[config.mk]
export PLATFORM = sky130hd
export DESIGN_NAME = actuator_status_ctrl
export DESIGN_NICKNAME = d
export VERILOG_FILES = /design/src/logic/actuator_status_pkg.sv /design/src/logic/actuator_status_ctrl.sv
export VERILOG_INCLUDE_DIRS = /design/src /design/src/logic
export SDC_FILE = /design/constraint.sdc
export NUM_CORES = 1
export LEC_CHECK = 0
export ABC_CLOCK_PERIOD_IN_PS = 8900
export BUFFER_PORTS_ARGS = -buffer_cell sky130_fd_sc_hd__buf_2
export CORE_MARGIN = 3
export CORE_UTILIZATION = 35
export DETAILED_ROUTE_END_ITERATION = 10
export SLEW_MARGIN = 20
export SYNTH_ARGS = -nofsm -noshare
export SYNTH_HDL_FRONTEND = slang
export SYNTH_SLANG_ARGS = --single-unit
export TNS_END_PERCENT = 10
[constraint.sdc]
create_clock -name clk -period 8.9 [get_ports clk]
set_clock_uncertainty 0.1 [all_clocks]
set_input_delay 2.225 -clock clk [delete_from_list [all_inputs] [get_ports clk]]
set_output_delay 2.225 -clock clk [all_outputs]
set_load 0.02 [all_outputs]
[src/logic/actuator_status_map.svh]
// timing constants and code maps for the actuator status and mode control
`ifndef ACTUATOR_STATUS_MAP_SVH
`define ACTUATOR_STATUS_MAP_SVH
`define CLK_HZ            25000000
`define TICK_MS           100
`define TICK_CYCLES       ((`CLK_HZ / 1000) * `TICK_MS)
`define STD_IDLE_ON       4'h1
`define STD_IDLE_OFF      4'h9
`define STD_WORK_ON       4'h6
`define STD_WORK_OFF      4'h4
`define REV_IDLE_ON       4'h1
`define REV_IDLE_OFF      4'h4
`define REV_WORK_ON       4'h3
`define REV_WORK_OFF      4'h2
`define ERR_FLASH_ON      4'h1
`define ERR_FLASH_GAP     4'h3
`define ERR_GROUP_GAP     4'hA
`define ERR_TORQUE_N      3'h1
`define ERR_UNDERVOLT_N   3'h3
`define ERR_OPTIMEOUT_N   3'h4
`define ERR_DRIVER_N      3'h5
`define ERR_POSTIMEOUT_N  3'h6
`define PROG_ENTER_TICKS  9'h032
`define MODE_SWAP_TICKS   9'h015
`define PROG_EXIT_TICKS   9'h033
`define PROG_IDLE_TICKS   9'h12C
`define HEAT_LIMIT_C      8'h19
`define CMD_FULL          12'hFFF
`endif

[src/logic/actuator_status_pkg.sv]
// types for the actuator status and mode control
package actuator_status_pkg;
   typedef enum logic [1:0] {
      LED_OFF    = 2'b00,
      LED_GREEN  = 2'b01,
      LED_YELLOW = 2'b10,
      LED_RED    = 2'b11
   } led_color_t;
   typedef enum logic [1:0] {
      PRG_RUN   = 2'b00,
      PRG_ENTER = 2'b01,
      PRG_ARMED = 2'b10,
      PRG_WAIT  = 2'b11
   } prog_state_t;
endpackage

[src/logic/actuator_status_ctrl.sv]
// status led, command mode programming, heater and feedback mapping
// ----------------------------------------------------------------
// ----------------------------------------------------------------
`timescale 1ns/1ns
`include "actuator_status_map.svh"

module actuator_status_ctrl #(
   parameter int TICK_CYCLES = `TICK_CYCLES,
   parameter int CMD_W       = 12
) (
   // clock and reset
   input  wire logic                clk,
   input  wire logic                resetn,
   // operating conditions
   input  wire logic                powered,
   input  wire logic                power_going_off,
   input  wire logic                motor_rotating,
   input  wire logic [7:0]          temp_c,
   // anomaly inputs
   input  wire logic                fault_torque,
   input  wire logic                fault_undervolt,
   input  wire logic                fault_op_timeout,
   input  wire logic                fault_driver,
   input  wire logic                fault_pos_timeout,
   // buttons
   input  wire logic                btn_memory,
   input  wire logic                btn_open,
   input  wire logic                btn_close,
   // analog command, digitised
   input  wire logic                cur_present,
   input  wire logic [CMD_W-1:0]    cur_cmd,
   input  wire logic                volt_present,
   input  wire logic [CMD_W-1:0]    volt_cmd,
   // position
   input  wire logic [CMD_W-1:0]    position,
   // outputs
   output logic [1:0]               led_color,
   output logic                     heater_element,
   output logic                     actuator_blocked,
   output logic                     prog_mode,
   output logic                     reverse_mode,
   output logic                     setpoint_valid,
   output logic [CMD_W-1:0]         setpoint,
   output logic [CMD_W-1:0]         fb_volt,
   output logic [CMD_W-1:0]         fb_cur
);

   // ----------------------------------------------------------------
   // timebase
   // ----------------------------------------------------------------
   logic [23:0] pre;
   logic        tick;
   assign tick = (pre == 24'(TICK_CYCLES - 1));

   always_ff @(posedge clk) begin
      if (!resetn || tick) begin
         pre <= 24'h000000;
      end else begin
         pre <= pre + 24'h000001;
      end
   end

   // ----------------------------------------------------------------
   // helpers
   // ----------------------------------------------------------------
   // counting ticks rather than cycles keeps the hold counters nine bits wide
   // true when a count of ticks reaches lim on the current tick
   function automatic logic last_tick(input logic [8:0] cnt, input logic [8:0] lim);
      return cnt == lim - 9'h001;
   endfunction

   // phase length in ticks for the active mode and motor state
   function automatic logic [3:0] pick_len(input logic rev, input logic rot,
                                           input logic [3:0] s_idle, input logic [3:0] s_work,
                                           input logic [3:0] r_idle, input logic [3:0] r_work);
      return rev ? (rot ? r_work : r_idle) : (rot ? s_work : s_idle);
   endfunction

   // lowest code wins when several faults are present
   function automatic logic [2:0] flash_count(input logic [4:0] f);
      logic [2:0] n;
      n = `ERR_POSTIMEOUT_N;
      if (f[3])
         n = `ERR_DRIVER_N;
      if (f[2])
         n = `ERR_OPTIMEOUT_N;
      if (f[1])
         n = `ERR_UNDERVOLT_N;
      if (f[0])
         n = `ERR_TORQUE_N;
      return n;
   endfunction

   // ----------------------------------------------------------------
   // anomaly selection and blocking
   // ----------------------------------------------------------------
   wire       any_fault = fault_torque | fault_undervolt | fault_op_timeout
                        | fault_driver | fault_pos_timeout;
   wire [2:0] fault_n = flash_count({fault_pos_timeout, fault_driver, fault_op_timeout,
                                     fault_undervolt, fault_torque});

   wire block_event = fault_torque | fault_op_timeout | fault_driver | fault_pos_timeout;

   // latched until reset: blocking faults need a power cycle
   always_ff @(posedge clk) begin
      if (!resetn) begin
         actuator_blocked <= 1'b0;
      end else if (block_event) begin
         actuator_blocked <= 1'b1;
      end
   end

   wire halted = actuator_blocked | fault_undervolt;

   // ----------------------------------------------------------------
   // programming sequence
   // ----------------------------------------------------------------
   actuator_status_pkg::prog_state_t st;
   actuator_status_pkg::prog_state_t next_st;
   logic [8:0] hold;
   logic [8:0] idle;
   logic       ack;

   wire both_oc  = btn_open & btn_close;
   wire any_btn  = btn_memory | btn_open | btn_close;
   wire in_prog  = (st == actuator_status_pkg::PRG_ARMED)
                 || (st == actuator_status_pkg::PRG_WAIT);
   wire hold_on  = btn_memory | (in_prog & both_oc);
   wire idle_out = tick && last_tick(idle, `PROG_IDLE_TICKS);
   wire hold_clr = !hold_on || (next_st != st);

   always_comb begin
      next_st = st;
      case (st)
         actuator_status_pkg::PRG_RUN: begin
            if (btn_memory && tick && last_tick(hold, `PROG_ENTER_TICKS))
               next_st = actuator_status_pkg::PRG_ENTER;
         end
         actuator_status_pkg::PRG_ENTER: begin
            // wait for release so the same press cannot also exit
            if (!btn_memory)
               next_st = actuator_status_pkg::PRG_ARMED;
         end
         actuator_status_pkg::PRG_ARMED: begin
            if (btn_memory && tick && last_tick(hold, `PROG_EXIT_TICKS))
               next_st = actuator_status_pkg::PRG_WAIT;
            else if (idle_out)
               next_st = actuator_status_pkg::PRG_RUN;
         end
         actuator_status_pkg::PRG_WAIT: begin
            if (!btn_memory)
               next_st = actuator_status_pkg::PRG_RUN;
         end
         default: next_st = actuator_status_pkg::PRG_RUN;
      endcase
   end

   wire swap = (st == actuator_status_pkg::PRG_ARMED) && both_oc && !btn_memory && tick
             && last_tick(hold, `MODE_SWAP_TICKS);

   always_ff @(posedge clk) begin
      if (!resetn) begin
         st <= actuator_status_pkg::PRG_RUN;
      end else begin
         st <= next_st;
      end
   end

   // saturating, so a stuck button cannot wrap into a second event
   always_ff @(posedge clk) begin
      if (!resetn || hold_clr) begin
         hold <= 9'h000;
      end else if (tick && hold != 9'h1FF) begin
         hold <= hold + 9'h001;
      end
   end

   always_ff @(posedge clk) begin
      if (!resetn || any_btn || !in_prog) begin
         idle <= 9'h000;
      end else if (tick) begin
         idle <= idle + 9'h001;
      end
   end

   always_ff @(posedge clk) begin
      if (!resetn) begin
         reverse_mode <= 1'b0;
      end else if (swap) begin
         reverse_mode <= ~reverse_mode;
      end
   end

   // acknowledge stays lit until open or close is let go
   always_ff @(posedge clk) begin
      if (!resetn) begin
         ack <= 1'b0;
      end else if (swap) begin
         ack <= 1'b1;
      end else if (!both_oc) begin
         ack <= 1'b0;
      end
   end

   assign prog_mode = (st != actuator_status_pkg::PRG_RUN);

   // ----------------------------------------------------------------
   // blink pattern
   // ----------------------------------------------------------------
   logic [3:0] ph;
   logic       lit;
   logic [2:0] flashes;
   logic       grp_gap;

   wire [3:0] on_t  = pick_len(reverse_mode, motor_rotating, `STD_IDLE_ON, `STD_WORK_ON,
                               `REV_IDLE_ON, `REV_WORK_ON);
   wire [3:0] off_t = pick_len(reverse_mode, motor_rotating, `STD_IDLE_OFF, `STD_WORK_OFF,
                               `REV_IDLE_OFF, `REV_WORK_OFF);
   wire [3:0] err_off = (flashes == fault_n - 3'h1) ? `ERR_GROUP_GAP : `ERR_FLASH_GAP;
   wire [3:0] cur_on  = any_fault ? `ERR_FLASH_ON : on_t;
   wire [3:0] cur_off = any_fault ? err_off : off_t;
   wire       ph_end  = tick && (ph >= (lit ? cur_on : cur_off) - 4'h1);

   // phase lengths follow state changes within the current phase, from the next tick on
   always_ff @(posedge clk) begin
      if (!resetn) begin
         ph      <= 4'h0;
         lit     <= 1'b1;
         flashes <= 3'h0;
         grp_gap <= 1'b0;
      end else if (any_fault != grp_gap) begin
         ph      <= 4'h0;
         lit     <= 1'b1;
         flashes <= 3'h0;
         grp_gap <= any_fault;
      end else if (ph_end) begin
         ph  <= 4'h0;
         lit <= ~lit;
         if (!lit)
            flashes <= 3'h0;
         if (!lit && flashes != fault_n - 3'h1)
            flashes <= flashes + 3'h1;
      end else if (tick) begin
         ph <= ph + 4'h1;
      end
   end

   actuator_status_pkg::led_color_t next_color;
   assign next_color =
      !powered   ? actuator_status_pkg::LED_OFF :
      any_fault  ? (lit ? actuator_status_pkg::LED_RED
                        : actuator_status_pkg::LED_OFF) :
      (prog_mode || ack) ? actuator_status_pkg::LED_YELLOW :
      !lit       ? actuator_status_pkg::LED_OFF :
      power_going_off ? actuator_status_pkg::LED_YELLOW
                      : actuator_status_pkg::LED_GREEN;

   // ----------------------------------------------------------------
   // command and feedback
   // ----------------------------------------------------------------
   // current input wins only when present; both present is not allowed
   wire [CMD_W-1:0] raw_cmd = cur_present ? cur_cmd : volt_cmd;
   wire             raw_ok  = cur_present | volt_present;
   // position code 0 is closed, full scale is open
   wire [CMD_W-1:0] map_cmd = reverse_mode ? ~raw_cmd : raw_cmd;
   wire             heat_ok = powered && !motor_rotating && (temp_c <= `HEAT_LIMIT_C);


   // ----------------------------------------------------------------
   // output registers
   // ----------------------------------------------------------------
   always_ff @(posedge clk) begin
      if (!resetn) begin
         led_color <= actuator_status_pkg::LED_OFF;
      end else begin
         led_color <= next_color;
      end
   end

   always_ff @(posedge clk) begin
      if (!resetn) begin
         heater_element <= 1'b0;
      end else begin
         heater_element <= heat_ok;
      end
   end

   always_ff @(posedge clk) begin
      if (!resetn) begin
         setpoint_valid <= 1'b0;
      end else begin
         setpoint_valid <= raw_ok && !prog_mode && !halted;
      end
   end

   // holds the last accepted command during programming; it keeps following while halted
   always_ff @(posedge clk) begin
      if (!resetn) begin
         setpoint <= '0;
      end else if (raw_ok && !prog_mode) begin
         setpoint <= map_cmd;
      end
   end

   // feedback ignores the command mode on purpose
   always_ff @(posedge clk) begin
      if (!resetn) begin
         fb_volt <= '0;
      end else begin
         fb_volt <= position;
      end
   end

   always_ff @(posedge clk) begin
      if (!resetn) begin
         fb_cur <= '0;
      end else begin
         fb_cur <= position;
      end
   end

endmodule

Word level (Yosys, flattened, before mapping) --
Index checks and enable logic that the tools add are counted.
Storage, ports and cells: bits in registers 84, input port bits 59, output and inout port bits 43, logic and storage cells 125
Operators by class: add/subtract/negate cells 7, order comparisons 2, equality and inequality tests 15, mux-type cells 31, bitwise operators 18, reductions and logical operators 36
Operator list (number):
- $mux 3 | 9
- $add 24x1->24 const B | 1
- $eq 24x22->1 const B | 1
- $mux 12 | 2
- $mux 2 | 12
- $mux 4 | 5
- $add 9x1->9 const B | 2
- $eq 9x6->1 const B | 2
- $logic_and 1x1->1 | 15
- $not 12->12 | 1
- $or 1x1->1 | 12
- $eq 9x5->1 const B | 1
- $eq 9x9->1 const B | 1
- $ne 9x9->1 const B | 1
- $le 8x5->1 const B | 1
- $logic_not 1->1 | 8
- $pmux 2 s4 | 1
- $logic_or 1x1->1 | 7
- $add 4x1->4 const B | 1
- $eq 2x2->1 const B | 2
- $ge 4x4->1 | 1
- $ne 2x1->1 const B | 2
- $reduce_and 2->1 | 2
- $sub 4x1->4 const B | 1
- 14 further kinds | 18

Depth between registers and ports, before layout --
word-level depth 13, gate-level depth with buffers 17, depth with buffers taken out 16

Least setup slack after synthesis --
Ideal clock, no wire load.
path type input -> register, start in fault_torque, end reg flashes[2], setup time 0.127 ns, arrival time 4.983 ns, required time 8.673 ns, setup slack 3.690 ns, stages on the path 17, path buffers 1, cells stage by stage or2_1 > buf_6 > nor2_1 > ha_1 > xor2_1 > xnor2_1 > nand4_2 > nor2_1 > a211oi_1 > a31oi_1 > ha_1 > o21a_1 > o21ai_0 > nor2_1 > o21ai_1 > a211oi_1 > or3_1
Between the ends: longest elaborated chain between the ends 10, elaborated cells on any way between the ends 21, those cells by class add/sub: 2; order compare: 1; eq/ne: 4; mux: 6; bitwise: 4; reduce/logical: 4
RTL lines:
- start: declaration | RTL line actuator_status_ctrl.sv:20 | input wire logic fault_torque,
- $mux 3 / $or 1x1->1 (equally long branches) | RTL line actuator_status_ctrl.sv:89, actuator_status_ctrl.sv:97
- $sub 3x1->3 / $or 1x1->1 (equally long branches) | RTL line actuator_status_ctrl.sv:219, actuator_status_ctrl.sv:241, actuator_status_ctrl.sv:97
- $eq 3x3->1 / $or 1x1->1 (equally long branches) | RTL line actuator_status_ctrl.sv:219, actuator_status_ctrl.sv:98
- $mux 4 (no line) / $or 1x1->1 (equally long branches)
- $mux 4 / $mux 3 (equally long branches) | RTL line actuator_status_ctrl.sv:221, actuator_status_ctrl.sv:220
- $mux 4 | RTL line actuator_status_ctrl.sv:222 | wire ph_end = tick && (ph >= (lit ? cur_on : cur_off) - 4'h1);
- $sub 4x1->4 | RTL line actuator_status_ctrl.sv:222
- $ge 4x4->1 | RTL line actuator_status_ctrl.sv:222
- $logic_and 1x1->1 | RTL line actuator_status_ctrl.sv:222
- $reduce_and 2->1 (no line)
- end signal: assignment | RTL line actuator_status_ctrl.sv:242 | flashes <= flashes + 3'h1;
- end: declaration | RTL line actuator_status_ctrl.sv:212 | logic [2:0] flashes;
Parallel ways exist; a longest one is shown, timed or not. A chain may end at the register's enable or synchronous reset.

Worst setup path after layout --
Ends and elaborated chain as after synthesis.

==> impl_results.md <==
* Vias in the first global route at 3,223
* First drt pass iteration count at 4
* Count of warnings emitted by yosys at 0
* ANT nets after route at 0
* DR DRC count at 0
* Setup crit end kind: register
* Worst path max stage delay at 0.35 ns
* Clock latency on the worst-skew pair at 0.34 ns
* Max VDD drop at 0.0000844 V
* Post-DP HPWL at 7280 um
* Register bit total from synthesis at 84
* Peak Freq at 192 MHz
* Post-CTS Hold Fix Bufs at 0
* CP Class: in -> reg
* Arr. time, crit path at 5.34 ns
* Syn avg cell area at 8.56 um^2
* Resize count post-CTS at 0
* Longest Clk Path Bufs at 2
* Clk pin slew, worst setup/hold paths at 0.07 ns
* Max Transition Viols Final at 0
* Post-synth top cells: dfxtp_1 (84), nor2_1 (84), nand2_1 (38)
* Worst slew pin tran at 0.746 ns
* Leakage at 2.07 nW
* Clk sinks at 84
* Starting Density at 36.3%
* Register area share after synthesis at 40.1%
* Delay-heaviest family, CP: simple AND/OR/NAND/NOR gates
* WL final at 9630 um
* Clock root buffer: clkbuf_16
* Gr ovfl total at 0
* Gpl congestion at 0.784
* GRT Total Usage at 14.2%
* Vias at 3,574
* RSZ-0062 raised after global routing: false
* Final worst-path cycle share at 58.6%
* Die height at 116 um
* Placement Rows at 39
* Setup bufs post-CTS at 0
* Sum Neg Setup Slack at 0 ns
* Area Growth Syn to Fin at 19.9%
* Worst Setup Start Kind: input pin
* Hold Fails Final Rpt at 0
* Setup Viol. Count Final at 0
* Fillers at 1,137
* Slowest CP cell: or3_1
* Die X at 116 um
* Cell taking the most area after synthesis: dfxtp_1
* Core footprint at 11,600 um^2
* Max-Cap Viols at 0
* Final-stage net count at 650
* Synth async-reset ratio at 0%
* Fraction of layout cells with a size suffix above 1 at 22.1%
* Post-Syn Area at 4200 um^2
* Worst hold slack at 0.360 ns
* H-tree Lvls at 3
* Most used DFF post-synth: dfxtp_1
* I/O Buffers at 100
* Power per cell area at 170 nW/um^2
* Crit path required time at 9.02 ns
* TritonCTS clock tree: yes
* Tmin final at 5.21 ns
* Crit path max fanout at 7
* Die area at 13,300 um^2
* Largest net degree at the start of global routing at 26
* Post-synth EDFFs at 0
* Post-synth top area share at 40.1%
* Yosys cell types at 51
* Syn_nets at 565
* Status: finished clean
* HP Class: reg -> reg
* Worst rel slew slack at 49.9%
* DR WL/cell at 13.3 um
* Antenna Cells at 0
* Crit path cell chain: buf_2 > or2_1 > nor2_1 > ha_1 > xor2_1 > xnor2_1 > nand4_2 > nor2_1 > a211oi_1 > a31oi_1 > ha_1 > o21a_1 > o21ai_0 > nor2_1 > o21ai_1 > a211oi_1 > or3_1
* Syn Inst Count at 490
* Crit-path most repeated cell: nor2_1
* Initial antenna violation count at 1
* Initial detailed-routing violation count at 204
* Via-per-instance ratio at 4.94
* Crit path buf inv count at 1
* Num CTS Buffers at 9
* First-pass GRT wire length at 15,200 um
* I/O pin count at 102
* Top post-synthesis cells by area: dfxtp_1 (40%), nor2_1 (7.5%), xnor2_1 (6.9%)
## cell usage in the layout, fill, tap and decap left out, types with 2 or more instances in the layout
cell,netlist,routed
a211oi_1,3,3
a21oi_1,28,28
a31oi_1,5,5
and2_1,13,13
and3_1,6,6
and4_1,2,2
and4b_1,2,2
buf_2,2,100
clkbuf_16,0,9
clkinv_4,0,2
dfxtp_1,84,84
ha_1,16,16
inv_1,7,7
inv_6,0,2
mux2i_1,15,15
nand2_1,38,38
nand2b_1,4,4
nand3_1,20,20
nand4_1,10,10
nand4b_1,2,2
nor2_1,84,84
nor2b_1,4,4
nor3_1,10,10
nor4_1,3,3
nor4b_1,3,3
o21ai_0,11,11
o21ai_1,2,2
o21bai_1,3,3
or2_1,2,2
or2_2,3,3
or3_1,9,9
or4_1,2,2
xnor2_1,33,33
xor2_1,23,23
## worst register-to-register path, cell delays in order (launching register included)
cell and delay [ns]:
dfxtp_1 0.37, clkinv_1 0.55, ha_1 0.49, or2_2 0.28, a211oi_1 0.35, nand2_1 0.13, xor2_1 0.19, ha_1 0.28
o21a_1 0.10, o21ai_0 0.21, nor2_1 0.08, o21ai_1 0.29, a211oi_1 0.12, or3_1 0.35
## final cells by class
type,instances,area (um^2),area share [%]
inverters,8,30.0,0.597
multi-input cells,371,2320,46.2
well taps,143,179,3.56
flip-flops and latches,84,1680,33.4
repair buffers,101,508,10.1
clock inverters,7,81.3,1.62
clock buffers,9,225,4.48
## report_power, final
| part | total (mW) | switching (mW) | internal [mW] |
|---|---|---|---|
| Combinational | 0.0783 | 0.0464 | 0.0319 |
| Clock | 0.385 | 0.163 | 0.222 |
| Sequential | 0.390 | 0.00463 | 0.385 |
| Total | 0.853 | 0.214 | 0.639 |
## layer usage
metal  vias to the layer above  share of wire (%)  track usage (%)
met5                         -               0.14                0
met4                         2                1.0             4.54
met3                        11                6.7             4.91
met2                        93                 47             23.6
met1                      1634                 45             17.3
li1                       1834                  -                -
## registers in the layout, summed over array words and instances, names as in the netlist
name	flops
reverse_mode	1
ph	4
fb_cur	12
lit	1
setpoint	12
ack	1
led_color	2
hold	9
actuator_blocked	1
pre	24
setpoint_valid	1
flashes	3
st	2
heater_element	1
grp_gap	1
idle	9
## worst paths after layout
| path | from | to | slack, ns | depth (start not counted) |
|---|---|---|---|---|
| worst min-delay path | pre[0] | pre[0] | 0.36 | 1 |
| worst max register to register | reverse_mode | flashes[2] | 4.89 | 13 |
| worst min register to register | pre[0] | pre[0] | 0.36 | 1 |
| worst max-delay path | fault_torque | flashes[2] | 3.69 | 17 |
## logic make-up (layout without fill, tap and decap cells)
group	count (synthesis)	after routing	share of synthesized area, %
buffers and inverters	35	125	4.53
adder cells (fa/ha/maj)	16	16	4.77
flip-flops	84	84	40.1
AO/OA/AOI/OAI	59	59	8.65
XOR/XNOR	56	56	11.7
AND/OR/NAND/NOR	224	224	26.4
multiplexers	16	16	3.85
## metrics by stage
| stage | total power, mW | setup slack (ns) | instance area (um^2) | std cells | utilization, % |
|---|---|---|---|---|---|
| after global routing | 0.891 | 3.40 | 5030 | 723 | 43.5 |
| after global placement | 0.476 | 3.37 | 4720 | 707 | 40.8 |
| after CTS | 0.865 | 3.68 | 5030 | 723 | 43.5 |
| after detailed placement | 0.477 | 3.31 | 4720 | 707 | 40.8 |
| after floorplan | 0.450 | 3.69 | 4200 | 490 | - |
| final | 0.853 | 3.69 | 5030 | 723 | 43.5 |
(Power assumes the default switching activity.)
